`src/ubt_regs.vh`:
```
// Register offsets, field positions and reset values of the user break unit.
`ifndef UBT_REGS_VH
`define UBT_REGS_VH

`define UBT_OFS_ADDR_A   8'h00
`define UBT_OFS_AMASK_A  8'h04
`define UBT_OFS_CYCLE_A  8'h08
`define UBT_OFS_ADDR_B   8'h0c
`define UBT_OFS_AMASK_B  8'h10
`define UBT_OFS_CYCLE_B  8'h14
`define UBT_OFS_DATA_B   8'h18
`define UBT_OFS_DMASK_B  8'h1c
`define UBT_OFS_CTRL     8'h20
`define UBT_OFS_COUNT    8'h24
`define UBT_OFS_TRC_SRC  8'h28
`define UBT_OFS_TRC_DST  8'h2c

`define UBT_CTL_CNT_EN   0
`define UBT_CTL_SEQ      1
`define UBT_CTL_TRACE    2
`define UBT_CTL_AFTER_A  3
`define UBT_CTL_AFTER_B  4
`define UBT_CTL_DATA_B   5
`define UBT_CTL_W        6
`define UBT_FLAG_LSB     8
`define UBT_FLAG_W       4

`define UBT_CS_BUS_L     0
`define UBT_CS_BUS_I     1
`define UBT_CS_FETCH     2
`define UBT_CS_DATA      3
`define UBT_CS_READ      4
`define UBT_CS_WRITE     5
`define UBT_CS_SIZE_LSB  6
`define UBT_CS_W         8

`define UBT_SZ_BYTE      2'h0
`define UBT_SZ_WORD      2'h1
`define UBT_SZ_LONG      2'h2

`define UBT_CNT_W        16
`define UBT_TRC_AW       28
`define UBT_TRC_DEPTH    4

`define UBT_RST_CYCLE    8'h00
`define UBT_RST_CTRL     6'h00
`define UBT_RST_COUNT    16'h0000

`endif

```
`src/ubt_chan_cmp.v`:
```
// Bus cycle comparator of one break channel.
`include "ubt_regs.vh"

module ubt_chan_cmp (
  // Condition
  input  wire [31:0]           addr_cond_i,
  input  wire [31:0]           addr_mask_i,
  input  wire [`UBT_CS_W-1:0]  cycle_sel_i,
  input  wire [31:0]           data_cond_i,
  input  wire [31:0]           data_mask_i,
  input  wire                  data_en_i,
  // Local bus
  input  wire                  lbus_valid_i,
  input  wire [31:0]           lbus_addr_i,
  input  wire                  lbus_fetch_i,
  input  wire                  lbus_write_i,
  input  wire [1:0]            lbus_size_i,
  input  wire [31:0]           lbus_data_i,
  // Internal bus
  input  wire                  ibus_valid_i,
  input  wire [31:0]           ibus_addr_i,
  input  wire                  ibus_fetch_i,
  input  wire                  ibus_write_i,
  input  wire [1:0]            ibus_size_i,
  input  wire [31:0]           ibus_data_i,
  // Result
  output wire                  hit_o,
  output wire                  hit_fetch_o,
  output wire                  hit_ibus_o,
  output wire [31:0]           hit_addr_o
);

  wire use_l = cycle_sel_i[`UBT_CS_BUS_L] & ~cycle_sel_i[`UBT_CS_BUS_I];
  wire use_i = cycle_sel_i[`UBT_CS_BUS_I] & ~cycle_sel_i[`UBT_CS_BUS_L];

  wire        valid = (use_l & lbus_valid_i) | (use_i & ibus_valid_i);
  wire [31:0] addr  = use_i ? ibus_addr_i  : lbus_addr_i;
  wire        fetch = use_i ? ibus_fetch_i : lbus_fetch_i;
  wire        wr    = use_i ? ibus_write_i : lbus_write_i;
  wire [1:0]  size  = use_i ? ibus_size_i  : lbus_size_i;
  wire [31:0] data  = use_i ? ibus_data_i  : lbus_data_i;

  wire kind_ok = fetch ? cycle_sel_i[`UBT_CS_FETCH] : cycle_sel_i[`UBT_CS_DATA];
  wire rw_ok = wr ? cycle_sel_i[`UBT_CS_WRITE] : cycle_sel_i[`UBT_CS_READ];
  wire odd_fetch = fetch & addr_cond_i[0];

  wire [1:0] cs_size = cycle_sel_i[`UBT_CS_SIZE_LSB+1:`UBT_CS_SIZE_LSB];
  wire size_ok = (cs_size == 2'h0) | (cs_size == (size + 2'h1));

  // Low address bits below the access size take no part in the compare.
  wire [31:0] low_ign = (size == `UBT_SZ_LONG) ? 32'h00000003 :
                        (size == `UBT_SZ_WORD) ? 32'h00000001 : 32'h00000000;
  wire addr_ok = ((addr ^ addr_cond_i) & ~(addr_mask_i | low_ign)) == 32'h00000000;

  wire [31:0] dwin = (size == `UBT_SZ_LONG) ? 32'hffffffff :
                     (size == `UBT_SZ_WORD) ? 32'h0000ffff : 32'h000000ff;
  wire data_ok = ~data_en_i | fetch |
                 (((data ^ data_cond_i) & ~data_mask_i & dwin) == 32'h00000000);

  assign hit_o       = valid & kind_ok & rw_ok & ~odd_fetch & size_ok & addr_ok & data_ok;
  assign hit_fetch_o = fetch;
  assign hit_ibus_o  = use_i;
  assign hit_addr_o  = addr;

endmodule // ubt_chan_cmp

```
`src/ubt_trace_q.v`:
```
// Four-deep branch trace queue of source and destination pairs.
`include "ubt_regs.vh"

module ubt_trace_q (
  // Clock and reset
  input  wire                   clk_i,
  input  wire                   sys_rst_i,
  // Control
  input  wire                   clr_i,
  input  wire                   push_i,
  input  wire [`UBT_TRC_AW-1:0] src_i,
  input  wire [`UBT_TRC_AW-1:0] dst_i,
  input  wire                   pop_i,
  // Head of queue
  output wire [`UBT_TRC_AW-1:0] src_o,
  output wire [`UBT_TRC_AW-1:0] dst_o
);

  reg [`UBT_TRC_AW-1:0] src_mem [0:`UBT_TRC_DEPTH-1];
  reg [`UBT_TRC_AW-1:0] dst_mem [0:`UBT_TRC_DEPTH-1];
  reg [1:0]             wr_reg;
  reg [1:0]             rd_reg;
  reg [2:0]             cnt_reg;

  wire full  = (cnt_reg == 3'h4);
  wire empty = (cnt_reg == 3'h0);
  wire do_pop = pop_i & ~empty;
  // A full queue keeps the newest branches and drops the oldest one.
  wire drop = push_i & full;

  assign src_o = empty ? {`UBT_TRC_AW{1'b0}} : src_mem[rd_reg];
  assign dst_o = empty ? {`UBT_TRC_AW{1'b0}} : dst_mem[rd_reg];

  always @(posedge clk_i) begin
    if (push_i) begin
      src_mem[wr_reg] <= src_i;
      dst_mem[wr_reg] <= dst_i;
    end
  end

  always @(posedge clk_i) begin
    if (sys_rst_i | clr_i) begin
      wr_reg  <= 2'h0;
      rd_reg  <= 2'h0;
      cnt_reg <= 3'h0;
    end else begin
      if (push_i)
        wr_reg <= wr_reg + 2'h1;
      if (do_pop | drop)
        rd_reg <= rd_reg + 2'h1;
      if (push_i & ~do_pop & ~full)
        cnt_reg <= cnt_reg + 3'h1;
      else if (do_pop & ~push_i)
        cnt_reg <= cnt_reg - 3'h1;
    end
  end

endmodule // ubt_trace_q

```
`src/ubt_break.v`:
```
// User break unit: two bus channels, break request, flags and branch trace.
`include "ubt_regs.vh"

module ubt_break (
  // Clock and reset
  input  wire        clk_i,
  input  wire        sys_rst_i,
  // Register port
  input  wire [7:0]  reg_addr_i,
  input  wire [31:0] reg_wdata_i,
  input  wire        reg_we_i,
  input  wire        reg_re_i,
  output reg  [31:0] reg_rdata_o,
  // Local bus monitor
  input  wire        lbus_valid_i,
  input  wire [31:0] lbus_addr_i,
  input  wire        lbus_fetch_i,
  input  wire        lbus_write_i,
  input  wire [1:0]  lbus_size_i,
  input  wire [31:0] lbus_data_i,
  // Internal bus monitor
  input  wire        ibus_valid_i,
  input  wire [31:0] ibus_addr_i,
  input  wire        ibus_fetch_i,
  input  wire        ibus_write_i,
  input  wire [1:0]  ibus_size_i,
  input  wire [31:0] ibus_data_i,
  // Pipeline progress
  input  wire        cpu_issue_i,
  input  wire [31:0] cpu_issue_pc_i,
  input  wire        cpu_done_i,
  input  wire [31:0] cpu_next_pc_i,
  input  wire        cpu_reexec_exc_i,
  input  wire        cpu_trap_exc_i,
  input  wire        cpu_addr_err_i,
  // Branch trace events
  input  wire        cpu_br_i,
  input  wire [31:0] cpu_br_pc_i,
  input  wire [31:0] cpu_br_dst_i,
  input  wire        cpu_exc_i,
  input  wire [31:0] cpu_exc_ret_i,
  input  wire [31:0] cpu_exc_vec_i,
  // Break request
  output reg         brk_req_o,
  output reg  [31:0] brk_pc_o
);

  reg [31:0]            addr_a_reg;
  reg [31:0]            amask_a_reg;
  reg [`UBT_CS_W-1:0]   cycle_a_reg;
  reg [31:0]            addr_b_reg;
  reg [31:0]            amask_b_reg;
  reg [`UBT_CS_W-1:0]   cycle_b_reg;
  reg [31:0]            data_b_reg;
  reg [31:0]            dmask_b_reg;
  reg [`UBT_CTL_W-1:0]  ctl_reg;
  reg [`UBT_FLAG_W-1:0] flag_reg;
  reg [`UBT_FLAG_W-1:0] flag_next;
  reg [`UBT_CNT_W-1:0]  cnt_reg;
  reg                   seq_arm_reg;
  reg                   trace_q_reg;
  reg [31:0]            rdata_next;

  wire [1:0]  hit;
  wire [1:0]  hit_fetch;
  wire [1:0]  hit_ibus;
  wire [31:0] hit_addr_a;
  wire [31:0] hit_addr_b;
  wire [1:0]  after_sel;
  wire [1:0]  before_ev;
  wire [1:0]  flag_ev;
  wire [1:0]  cand;
  wire [1:0]  ev_ibus;

  wire [`UBT_TRC_AW-1:0] trc_src;
  wire [`UBT_TRC_AW-1:0] trc_dst;

  wire wr_ctrl = reg_we_i & (reg_addr_i == `UBT_OFS_CTRL);
  wire seq     = ctl_reg[`UBT_CTL_SEQ];
  wire cnt_en  = ctl_reg[`UBT_CTL_CNT_EN];
  wire te      = ctl_reg[`UBT_CTL_TRACE];

  assign after_sel = {ctl_reg[`UBT_CTL_AFTER_B], ctl_reg[`UBT_CTL_AFTER_A]};

  ubt_chan_cmp u_cmp_a (
    .addr_cond_i  (addr_a_reg),
    .addr_mask_i  (amask_a_reg),
    .cycle_sel_i  (cycle_a_reg),
    .data_cond_i  (32'h00000000),
    .data_mask_i  (32'hffffffff),
    .data_en_i    (1'b0),
    .lbus_valid_i (lbus_valid_i),
    .lbus_addr_i  (lbus_addr_i),
    .lbus_fetch_i (lbus_fetch_i),
    .lbus_write_i (lbus_write_i),
    .lbus_size_i  (lbus_size_i),
    .lbus_data_i  (lbus_data_i),
    .ibus_valid_i (ibus_valid_i),
    .ibus_addr_i  (ibus_addr_i),
    .ibus_fetch_i (ibus_fetch_i),
    .ibus_write_i (ibus_write_i),
    .ibus_size_i  (ibus_size_i),
    .ibus_data_i  (ibus_data_i),
    .hit_o        (hit[0]),
    .hit_fetch_o  (hit_fetch[0]),
    .hit_ibus_o   (hit_ibus[0]),
    .hit_addr_o   (hit_addr_a)
  );

  ubt_chan_cmp u_cmp_b (
    .addr_cond_i  (addr_b_reg),
    .addr_mask_i  (amask_b_reg),
    .cycle_sel_i  (cycle_b_reg),
    .data_cond_i  (data_b_reg),
    .data_mask_i  (dmask_b_reg),
    .data_en_i    (ctl_reg[`UBT_CTL_DATA_B]),
    .lbus_valid_i (lbus_valid_i),
    .lbus_addr_i  (lbus_addr_i),
    .lbus_fetch_i (lbus_fetch_i),
    .lbus_write_i (lbus_write_i),
    .lbus_size_i  (lbus_size_i),
    .lbus_data_i  (lbus_data_i),
    .ibus_valid_i (ibus_valid_i),
    .ibus_addr_i  (ibus_addr_i),
    .ibus_fetch_i (ibus_fetch_i),
    .ibus_write_i (ibus_write_i),
    .ibus_size_i  (ibus_size_i),
    .ibus_data_i  (ibus_data_i),
    .hit_o        (hit[1]),
    .hit_fetch_o  (hit_fetch[1]),
    .hit_ibus_o   (hit_ibus[1]),
    .hit_addr_o   (hit_addr_b)
  );

  // A fetch hit only arms the channel; the break is decided when the
  // pipeline issues that address (for an after break, when it completes), so discarded prefetches are left alone.
  genvar ch;
  generate
    for (ch = 0; ch < 2; ch = ch + 1) begin : g_chan
      reg        arm_r;
      reg [31:0] fpc_r;
      reg        pend_r;
      reg        ibus_r;
      wire       iss_hit = cpu_issue_i & arm_r & (cpu_issue_pc_i == fpc_r);
      wire       done_ev = cpu_done_i & pend_r;
      wire       set_pend = (iss_hit & after_sel[ch]) | (hit[ch] & ~hit_fetch[ch]);

      assign before_ev[ch] = iss_hit & ~after_sel[ch];
      assign flag_ev[ch] = before_ev[ch] | (done_ev & ~cpu_reexec_exc_i);
      assign cand[ch] = before_ev[ch] |
                        (done_ev & ~cpu_reexec_exc_i & ~cpu_trap_exc_i & ~cpu_addr_err_i);
      assign ev_ibus[ch] = ibus_r;

      always @(posedge clk_i) begin
        if (sys_rst_i) begin
          arm_r  <= 1'b0;
          fpc_r  <= 32'h00000000;
          pend_r <= 1'b0;
          ibus_r <= 1'b0;
        end else begin
          if (hit[ch] & hit_fetch[ch]) begin
            arm_r  <= 1'b1;
            fpc_r  <= (ch == 0) ? hit_addr_a : hit_addr_b;
            ibus_r <= hit_ibus[ch];
          end else if (iss_hit) begin
            arm_r <= 1'b0;
          end
          if (hit[ch] & ~hit_fetch[ch])
            ibus_r <= hit_ibus[ch];
          if (set_pend)
            pend_r <= 1'b1;
          else if (cpu_done_i)
            pend_r <= 1'b0;
        end
      end
    end
  endgenerate

  wire fire_a = cand[0] & ~seq;
  wire b_ok   = cand[1] & (~seq | seq_arm_reg);
  wire cnt_last = (cnt_reg <= `UBT_CNT_W'h1);
  wire fire_b   = b_ok & (~cnt_en | cnt_last);
  wire pc_issue = (fire_a & before_ev[0]) | (fire_b & before_ev[1]);

  always @(posedge clk_i) begin
    if (sys_rst_i) begin
      seq_arm_reg <= 1'b0;
    end else if (~seq) begin
      seq_arm_reg <= 1'b0;
    end else if (flag_ev[0]) begin
      seq_arm_reg <= 1'b1;
    end else if (fire_b) begin
      seq_arm_reg <= 1'b0;
    end
  end

  always @(posedge clk_i) begin
    if (sys_rst_i) begin
      brk_req_o <= 1'b0;
      brk_pc_o  <= 32'h00000000;
    end else begin
      brk_req_o <= fire_a | fire_b;
      if (fire_a | fire_b)
        brk_pc_o <= pc_issue ? cpu_issue_pc_i : cpu_next_pc_i;
    end
  end

  always @* begin
    flag_next = flag_reg;
    if (wr_ctrl)
      flag_next = flag_reg & reg_wdata_i[`UBT_FLAG_LSB+`UBT_FLAG_W-1:`UBT_FLAG_LSB];
    flag_next = flag_next | {flag_ev[1] & ev_ibus[1], flag_ev[1] & ~ev_ibus[1],
                             flag_ev[0] & ev_ibus[0], flag_ev[0] & ~ev_ibus[0]};
  end

  always @(posedge clk_i) begin
    if (sys_rst_i) begin
      addr_a_reg  <= 32'h00000000;
      amask_a_reg <= 32'h00000000;
      cycle_a_reg <= `UBT_RST_CYCLE;
      addr_b_reg  <= 32'h00000000;
      amask_b_reg <= 32'h00000000;
      cycle_b_reg <= `UBT_RST_CYCLE;
      data_b_reg  <= 32'h00000000;
      dmask_b_reg <= 32'h00000000;
      ctl_reg     <= `UBT_RST_CTRL;
      flag_reg    <= {`UBT_FLAG_W{1'b0}};
      cnt_reg     <= `UBT_RST_COUNT;
    end else begin
      flag_reg <= flag_next;
      if (reg_we_i) begin
        case (reg_addr_i)
          `UBT_OFS_ADDR_A:  addr_a_reg  <= reg_wdata_i;
          `UBT_OFS_AMASK_A: amask_a_reg <= reg_wdata_i;
          `UBT_OFS_CYCLE_A: cycle_a_reg <= reg_wdata_i[`UBT_CS_W-1:0];
          `UBT_OFS_ADDR_B:  addr_b_reg  <= reg_wdata_i;
          `UBT_OFS_AMASK_B: amask_b_reg <= reg_wdata_i;
          `UBT_OFS_CYCLE_B: cycle_b_reg <= reg_wdata_i[`UBT_CS_W-1:0];
          `UBT_OFS_DATA_B:  data_b_reg  <= reg_wdata_i;
          `UBT_OFS_DMASK_B: dmask_b_reg <= reg_wdata_i;
          `UBT_OFS_CTRL:    ctl_reg     <= reg_wdata_i[`UBT_CTL_W-1:0];
          `UBT_OFS_COUNT:   cnt_reg     <= reg_wdata_i[`UBT_CNT_W-1:0];
          default: ;
        endcase
      end else if (b_ok & cnt_en & ~cnt_last) begin
        cnt_reg <= cnt_reg - `UBT_CNT_W'h1;
      end
    end
  end

  always @* begin
    case (reg_addr_i)
      `UBT_OFS_ADDR_A:  rdata_next = addr_a_reg;
      `UBT_OFS_AMASK_A: rdata_next = amask_a_reg;
      `UBT_OFS_CYCLE_A: rdata_next = {24'h000000, cycle_a_reg};
      `UBT_OFS_ADDR_B:  rdata_next = addr_b_reg;
      `UBT_OFS_AMASK_B: rdata_next = amask_b_reg;
      `UBT_OFS_CYCLE_B: rdata_next = {24'h000000, cycle_b_reg};
      `UBT_OFS_DATA_B:  rdata_next = data_b_reg;
      `UBT_OFS_DMASK_B: rdata_next = dmask_b_reg;
      `UBT_OFS_CTRL:    rdata_next = {20'h00000, flag_reg, 2'h0, ctl_reg};
      `UBT_OFS_COUNT:   rdata_next = {16'h0000, cnt_reg};
      `UBT_OFS_TRC_SRC: rdata_next = {4'h0, trc_src};
      `UBT_OFS_TRC_DST: rdata_next = {4'h0, trc_dst};
      default:          rdata_next = 32'h00000000;
    endcase
  end

  always @(posedge clk_i) begin
    if (sys_rst_i)
      reg_rdata_o <= 32'h00000000;
    else if (reg_re_i)
      reg_rdata_o <= rdata_next;
    else
      reg_rdata_o <= 32'h00000000;
  end

  always @(posedge clk_i) begin
    if (sys_rst_i)
      trace_q_reg <= 1'b0;
    else
      trace_q_reg <= te;
  end

  wire trc_push = te & (cpu_br_i | cpu_exc_i);
  wire [31:0] src_full = cpu_exc_i ? cpu_exc_ret_i : cpu_br_pc_i;
  wire [31:0] dst_full = cpu_exc_i ? cpu_exc_vec_i : cpu_br_dst_i;
  wire trc_pop = reg_re_i & (reg_addr_i == `UBT_OFS_TRC_DST);

  ubt_trace_q u_trace (
    .clk_i     (clk_i),
    .sys_rst_i (sys_rst_i),
    .clr_i     (te & ~trace_q_reg),
    .push_i    (trc_push),
    .src_i     (src_full[`UBT_TRC_AW-1:0]),
    .dst_i     (dst_full[`UBT_TRC_AW-1:0]),
    .pop_i     (trc_pop),
    .src_o     (trc_src),
    .dst_o     (trc_dst)
  );

endmodule // ubt_break

```
`config.mk`:
```
export PLATFORM = sky130hd
export DESIGN_NAME = ubt_break
export DESIGN_NICKNAME = d
export VERILOG_FILES = /design/src/ubt_chan_cmp.v /design/src/ubt_trace_q.v /design/src/ubt_break.v
export VERILOG_INCLUDE_DIRS = /design/src
export SDC_FILE = /design/constraint.sdc
export NUM_CORES = 1
export LEC_CHECK = 0
export CORE_UTILIZATION = 40
export DETAILED_ROUTE_END_ITERATION = 8
export DONT_BUFFER_PORTS = 1
export PLACE_DENSITY_LB_ADDON = 0.12
export SYNTH_ARGS = -nofsm -noshare
export SYNTH_HDL_FRONTEND = slang
export SYNTH_HIERARCHICAL = 1
export SYNTH_SLANG_ARGS = --single-unit
```
`constraint.sdc`:
```
create_clock -name clk_i -period 3.8 [get_ports clk_i]
set_clock_uncertainty 0.15 [all_clocks]
set_input_delay 0.76 -clock clk_i [delete_from_list [all_inputs] [get_ports clk_i]]
set_output_delay 0.76 -clock clk_i [all_outputs]
set_load 0.005 [all_outputs]
```
# Yosys cells after proc, flatten, opt, wreduce, memory -nomap -nowiden
# Memory sizes are Yosys's and may differ from the RTL's. A register that Yosys moved wholly into a read port is not among the register bits.
# Index checks and enable logic that the tools add are counted.
# classes
n_mux	50
n_addsub	7
n_reduce_logical	28
bitwise	119
eq_ne	21
magnitude_cmp	1
# op_table
cell	n
$pmux 32 s12	1
$mux 32	7
$and 32x32->32	4
$mux 28	4
$logic_not 32->1	3
$not 32->32	3
$xor 32x32->32	3
$eq 32x32->1	2
$mux 16	4
$or 32x32->32	2
$and 1x1->1	61
$eq 8x5->1 const B	4
$eq 8x6->1 const B	4
$mux 1	25
$not 1->1	25
$reduce_and 2->1	10
$or 1x1->1	19
$reduce_bool 2->1	9
$eq 8x4->1 const B	2
$le 16x1->1 const B	1
$sub 16x1->16 const B	1
$mux 2	6
$add 2x1->2 const B	4
$eq 8x3->1 const B	1
15 further kinds	21
# word_totals
n_memories	2
input_bits	381
mem_bits_rw	224
word_cells	255
ff_bits	378
# memory_table
name	words	word_bits	rd	rd_ports_with_merged_regs	wr	line_no	source
u_trace.dst_mem	4	28	1	1	1	ubt_trace_q.v:20	reg [`UBT_TRC_AW-1:0] dst_mem [0:`UBT_TRC_DEPTH-1];
u_trace.src_mem	4	28	1	1	1	ubt_trace_q.v:19	reg [`UBT_TRC_AW-1:0] src_mem [0:`UBT_TRC_DEPTH-1];

# Longest topological paths before layout
# depth
ltp_word	15
ltp_mapped	16
ltp_nobuf	11

# Modules after synthesis
# Netlist, hierarchy kept.
# modules_own_cells
mod	cells_per_inst	area_each_um2	instances	seq_area_each_um2
ubt_break	2108	16637.2	1	7427.1
ubt_trace_q	418	9006.1	1	6906.6
ubt_chan_cmp	239	2038.2	2	0.0

# Worst setup path before layout
# OpenSTA, ideal clock, no wires.
# synth_timing
path_type	input to register
startpoint	input cpu_exc_i
endpoint	memory u_trace/dst_mem[0][0] in the netlist's numbering, enable pin
path_slack_ns	-0.092
path_buffers	3
setup_ns	0.419
path_stages	5
arrival_time_ns	3.323
path_cell_list	clkbuf_1 clkbuf_1 o21a_1 buf_1 and2_1
# synth_via
elab_chain_len	4
# synth_lines
item	line_no	source
start: declaration	ubt_break.v:40	input wire cpu_exc_i,
$or 1x1->1	ubt_break.v:285	wire trc_push = te & (cpu_br_i | cpu_exc_i);
$and 1x1->1	ubt_break.v:285	
named net trc_push	ubt_break.v:285	
$mux 1	ubt_trace_q.v:35	if (push_i) begin
$mux 1 (not written as such)	ubt_trace_q.v:37	dst_mem[wr_reg] <= dst_i;
end: declaration	ubt_trace_q.v:20	
# The timed path passes the listed nets, and every way through them passes these cells.

# Worst setup path in the final report
# layout_timing
startpoint	register cycle_b_reg[1]
endpoint	register g_chan[1].fpc_r[4]
# layout_via
elab_chain_len	12
# layout_lines
item	line_no	source
start: declaration	ubt_break.v:53	reg [`UBT_CS_W-1:0] cycle_b_reg;
start signal: assignment	ubt_break.v:223	cycle_b_reg <= `UBT_RST_CYCLE;
start signal: assignment	ubt_break.v:238	`UBT_OFS_CYCLE_B: cycle_b_reg <= reg_wdata_i[`UBT_CS_W-1:0];
$and 1x1->1 *	ubt_chan_cmp.v:34	wire use_i = cycle_sel_i[`UBT_CS_BUS_I] & ~cycle_sel_i[`UBT_CS_BUS_L];
named net hit_ibus[1]	ubt_break.v:66	wire [1:0] hit_ibus;
$mux 2	ubt_chan_cmp.v:40	wire [1:0] size = use_i ? ibus_size_i : lbus_size_i;
$eq 2x1->1 (no line)	--	
$mux 1	ubt_chan_cmp.v:52	(size == `UBT_SZ_WORD) ? 32'h00000001 : 32'h00000000;
$mux 32	ubt_chan_cmp.v:51	wire [31:0] low_ign = (size == `UBT_SZ_LONG) ? 32'h00000003 :
$or 32x32->32	ubt_chan_cmp.v:53	wire addr_ok = ((addr ^ addr_cond_i) & ~(addr_mask_i | low_ign)) == 32'h00000000;
$not 32->32	ubt_chan_cmp.v:53	
$and 32x32->32	ubt_chan_cmp.v:53	
$logic_not 32->1	ubt_chan_cmp.v:53	
$and 1x1->1	ubt_chan_cmp.v:60	assign hit_o = valid & kind_ok & rw_ok & ~odd_fetch & size_ok & addr_ok & data_ok;
$and 1x1->1 *	ubt_chan_cmp.v:60	
named net hit[1]	ubt_break.v:64	wire [1:0] hit;
$and 1x1->1 *	ubt_break.v:161	if (hit[ch] & hit_fetch[ch]) begin
end signal: assignment	ubt_break.v:163	fpc_r <= (ch == 0) ? hit_addr_a : hit_addr_b;
end: declaration	ubt_break.v:141	reg [31:0] fpc_r;
# The timed path passes the listed nets; every way through them passes the cells marked *.
# A chain may end at the register's enable or synchronous reset.

==> impl_metrics.csv <==
group,metric,value,unit
placement,io_buffers,0,
drt,drt-total-wl,115000,um
setup_path,worst_setup_path_start_kind,"register",
setup_path,worst_path_dominant_cell_family,"buffers and inverters",
pwr,peakVddDrop,0.279,mV
finish,multi_input_area,14700,um2
logic_synthesis,synth_common_cells,"605 x nand2_1, 380 x dfxtp_1, 309 x a21oi_1, 224 x edfxtp_1, 154 x clkbuf_1",
logic_synthesis,seq_area_frac_synth,48.2,%
floorplanning,die_w,275,um
placement,post-place-ws,0.102,ns
sta,setup_violations,0,
pwr,power_per_cell_area,424,nW/um2
hold_path,hold_path_depth,2,
setup_path,critPathMaxStageDelay,0.39,ns
job,max_cap_viol_count,0,
finish,n_fill_cell,6847,
logic_synthesis,synth-warning-count,6,
finish,area_growth,14.4,%
floorplanning,die_h,275,um
pwr,power.total,14.4,mW
sta,setup_slack,0.0829,ns
finish,drive_above_1_share,14.5,%
clock_tree,htree_levels,3,
finish,register_area,14300,um2
logic_synthesis,synthCells,3004,
setup_path,ff2ff_setup_slack,0.08,ns
logic_synthesis,yosysUniqueCellTypes,78,
sta,slew_headroom,27.1,%
logic_synthesis,yosysMostFrequentCell,"nand2_1",
clock_tree,cts_buffers,71,
clock_tree,path_clk_slew,0.06,ns
hold_path,hp-start,"reg_wdata_i[21]",
drt,wl_met1,47300,um
run_status,status,"finished, violations left",
sta,fin_crit_sh,97.8,%
setup_path,reg2reg_depth,15,
sta,finalHoldViolCount,0,
sta,clock.fmax,0.269,GHz
floorplanning,fp.coreArea,73200,um2
finish,design_area,34000,um2
setup_path,cp.arrival,4.09,ns
finish,reg.largest.list,"u_trace/dst_mem: 112 flops, u_trace/src_mem: 112 flops, g_chan.fpc_r: 64 flops",
drt,wl_per_cell,28.1,um
setup_path,cp_max_fo,16,
setup_path,cp-end-kind,"register",
setup_path,timing.rr.start,"cycle_b_reg[1]$_SDFFE_PP0P_",
floorplanning,rows,99,
placement,gp_congestion,0.946,
grt,gr-usage-all-layers,29.2,%
logic_synthesis,synth_edf_count,224,
drt,vias,24200,
grt,grt_pass1_wl,160000,um
sta,worst_pin_slew,1.09,ns
hold_path,hold_class,"in2reg",
clock_tree,clock_sinks,604,
drt,drc_errors,28,
sta,min_period,3.72,ns
floorplanning,boundaryPins,446,
run_status,violations,"design-rule violations",
sta,drv_slew,0,
grt,antenna_found_initial,4,
setup_path,cp_num_buf_inv,5,
drt,route.met3.wl,9790,um
drt,drt_iter0_drc,2462,
logic_synthesis,ys_ff_latch,604,
setup_path,cp.depth,15,
drt,dr.pass1.iters,9,
clock_tree,ctsHoldBuffers,0,
setup_path,critPathRequiredTime,4.17,ns
grt,grt_max_degree,344,
drt,ant_nets,0,
setup_path,r2r-end,"g_chan[1].fpc_r[4]$_SDFFE_PP0P_",
logic_synthesis,async_flop_share,0,%
floorplanning,start_util,40.6,%
hold_path,worstHoldEndpoint,"dmask_b_reg[21]$_SDFFE_PP0P_",
placement,place_area,31400,um2
floorplanning,die-area,75400,um2
clock_tree,clk_latency,0.63,ns
setup_path,worstSetupPathType,"reg2reg",
logic_synthesis,synthTopCellsByArea,"dfxtp_1 26%, edfxtp_1 23%, nand2_1 7.6%",
logic_synthesis,synth_flop_cell,"dfxtp_1",
finish,final_nets,3469,
setup_path,critical_path.cell_chain,"nor2b_4, buf_12, buf_12, mux2i_1, mux2i_1, o2111ai_1, nor4_2, buf_4, o221ai_1, a311oi_1, buf_4, and2_2, clkbuf_16, nand2_1, a21oi_1",
logic_synthesis,synth_top_area_share,25.6,%
placement,dpl.hpwl,81600,um
grt,gr-total-overflow,0,
logic_synthesis,yosys.area.top_type,"dfxtp_1",
clock_tree,cts_buffer_depth,3,
logic_synthesis,synth.avg_cell_area,9.89,um2
clock_tree,cts_tree,"done",
drt,dr_wl_met2,53400,um
grt,grt_pass1_vias,22800,
clock_tree,root_buffer,"clkbuf_16",
setup_path,cp_slowest_cell,"mux2i_1",
drt,viasPerCell,5.91,
pwr,leakagePower,10.6,nW
logic_synthesis,synth_area,29700,um2
drt,dr.max_layer_used,"met5",
[layout by cell type (no fill, tap or decap), types with 56 or more instances in the layout]
cell type,n
a21oi_1,308
a22oi_1,86
buf_4,90
clkbuf_16,77
conb_1,95
dfxtp_1,378
edfxtp_1,224
mux2_2,116
mux2i_1,123
mux4_2,56
nand2_1,605
nand3_1,67
nor2_1,93
nor2b_1,107
o21ai_0,64
xnor2_1,87
[worst register-to-register path, delay by kind of cell (launching register included)]
kind            cells  cell delay [ns]
compound gates      4             0.73
buf+inv             5             0.93
flops               1             0.32
mux                 2             0.74
simple gates        4             0.76
[worst max-delay path by stage]
stage / start / endpoint / slack, ns
CTS: cycle_b_reg[1]$_SDFFE_PP0P_ / g_chan[1].fpc_r[24]$_SDFFE_PP0P_ / 0.08
floorplan: cycle_b_reg[1]$_SDFFE_PP0P_ / g_chan[1].fpc_r[22]$_SDFFE_PP0P_ / 0.005
finish: cycle_b_reg[1]$_SDFFE_PP0P_ / g_chan[1].fpc_r[4]$_SDFFE_PP0P_ / 0.08
global route: cycle_b_reg[1]$_SDFFE_PP0P_ / g_chan[1].fpc_r[26]$_SDFFE_PP0P_ / -0.01
detailed placement: cycle_b_reg[1]$_SDFFE_PP0P_ / g_chan[1].fpc_r[24]$_SDFFE_PP0P_ / 0.10
global placement: cycle_b_reg[1]$_SDFFE_PP0P_ / g_chan[1].fpc_r[22]$_SDFFE_PP0P_ / 0.13
[metrics by stage]
step / utilization, % / TNS (ns) / hold WS (ns) / instances
floorplan: - / 0 / 0.289 / 3097
global placement: 42.8 / 0 / 0.307 / 3956
detailed placement: 42.8 / 0 / 0.312 / 3956
CTS: 46.1 / 0 / 0.0796 / 4083
global route: 46.4 / -0.0227 / 0.0972 / 4093
finish: 46.4 / 0 / 0.111 / 4093
[cell type report]
type,count,area share [%]
antenna,1,0.00736
clock buffer,91,5.81
clock inverter,36,1.30
inverter,28,0.309
multi-input combinational,2257,43.3
sequential,604,42.2
tap,959,3.53
timing repair buffer,117,3.60
[cells by family (layout without fill, tap and decap cells)]
family / after synthesis / after routing / share of synthesized area [%]
AND/OR/NAND/NOR: 1036 / 1036 / 15.6
AO/OA/AOI/OAI: 674 / 674 / 14.6
flip-flops: 604 / 604 / 48.2
multiplexers: 304 / 304 / 13.2
buffers and inverters: 236 / 272 / 3.87
XOR/XNOR: 139 / 139 / 4.15
adder cells (fa/ha/maj): 9 / 9 / 0.404
other: 2 / 96 / 0.0253
[power breakdown]
group,switching (mW),leakage [nW],internal [mW]
combinational,0.325,4.36,0.237
clock,2.87,1.18,4.25
sequential,0.00530,5.07,6.72
[metal layers]
layer	GRT usage [%]	vias up
li1	-	10900
met1	38.9	12000
met2	47.3	1126
met3	5.47	178
met4	10.7	2
met5	0	-
[what timing repair did]
| item | CTS | global route |
|---|---|---|
| endpoints found under the setup margin | 0 | 65 |
| gates resized for setup | 0 | 13 |
| buffers inserted | 0 | 5 |
(Power assumes the default switching activity.)
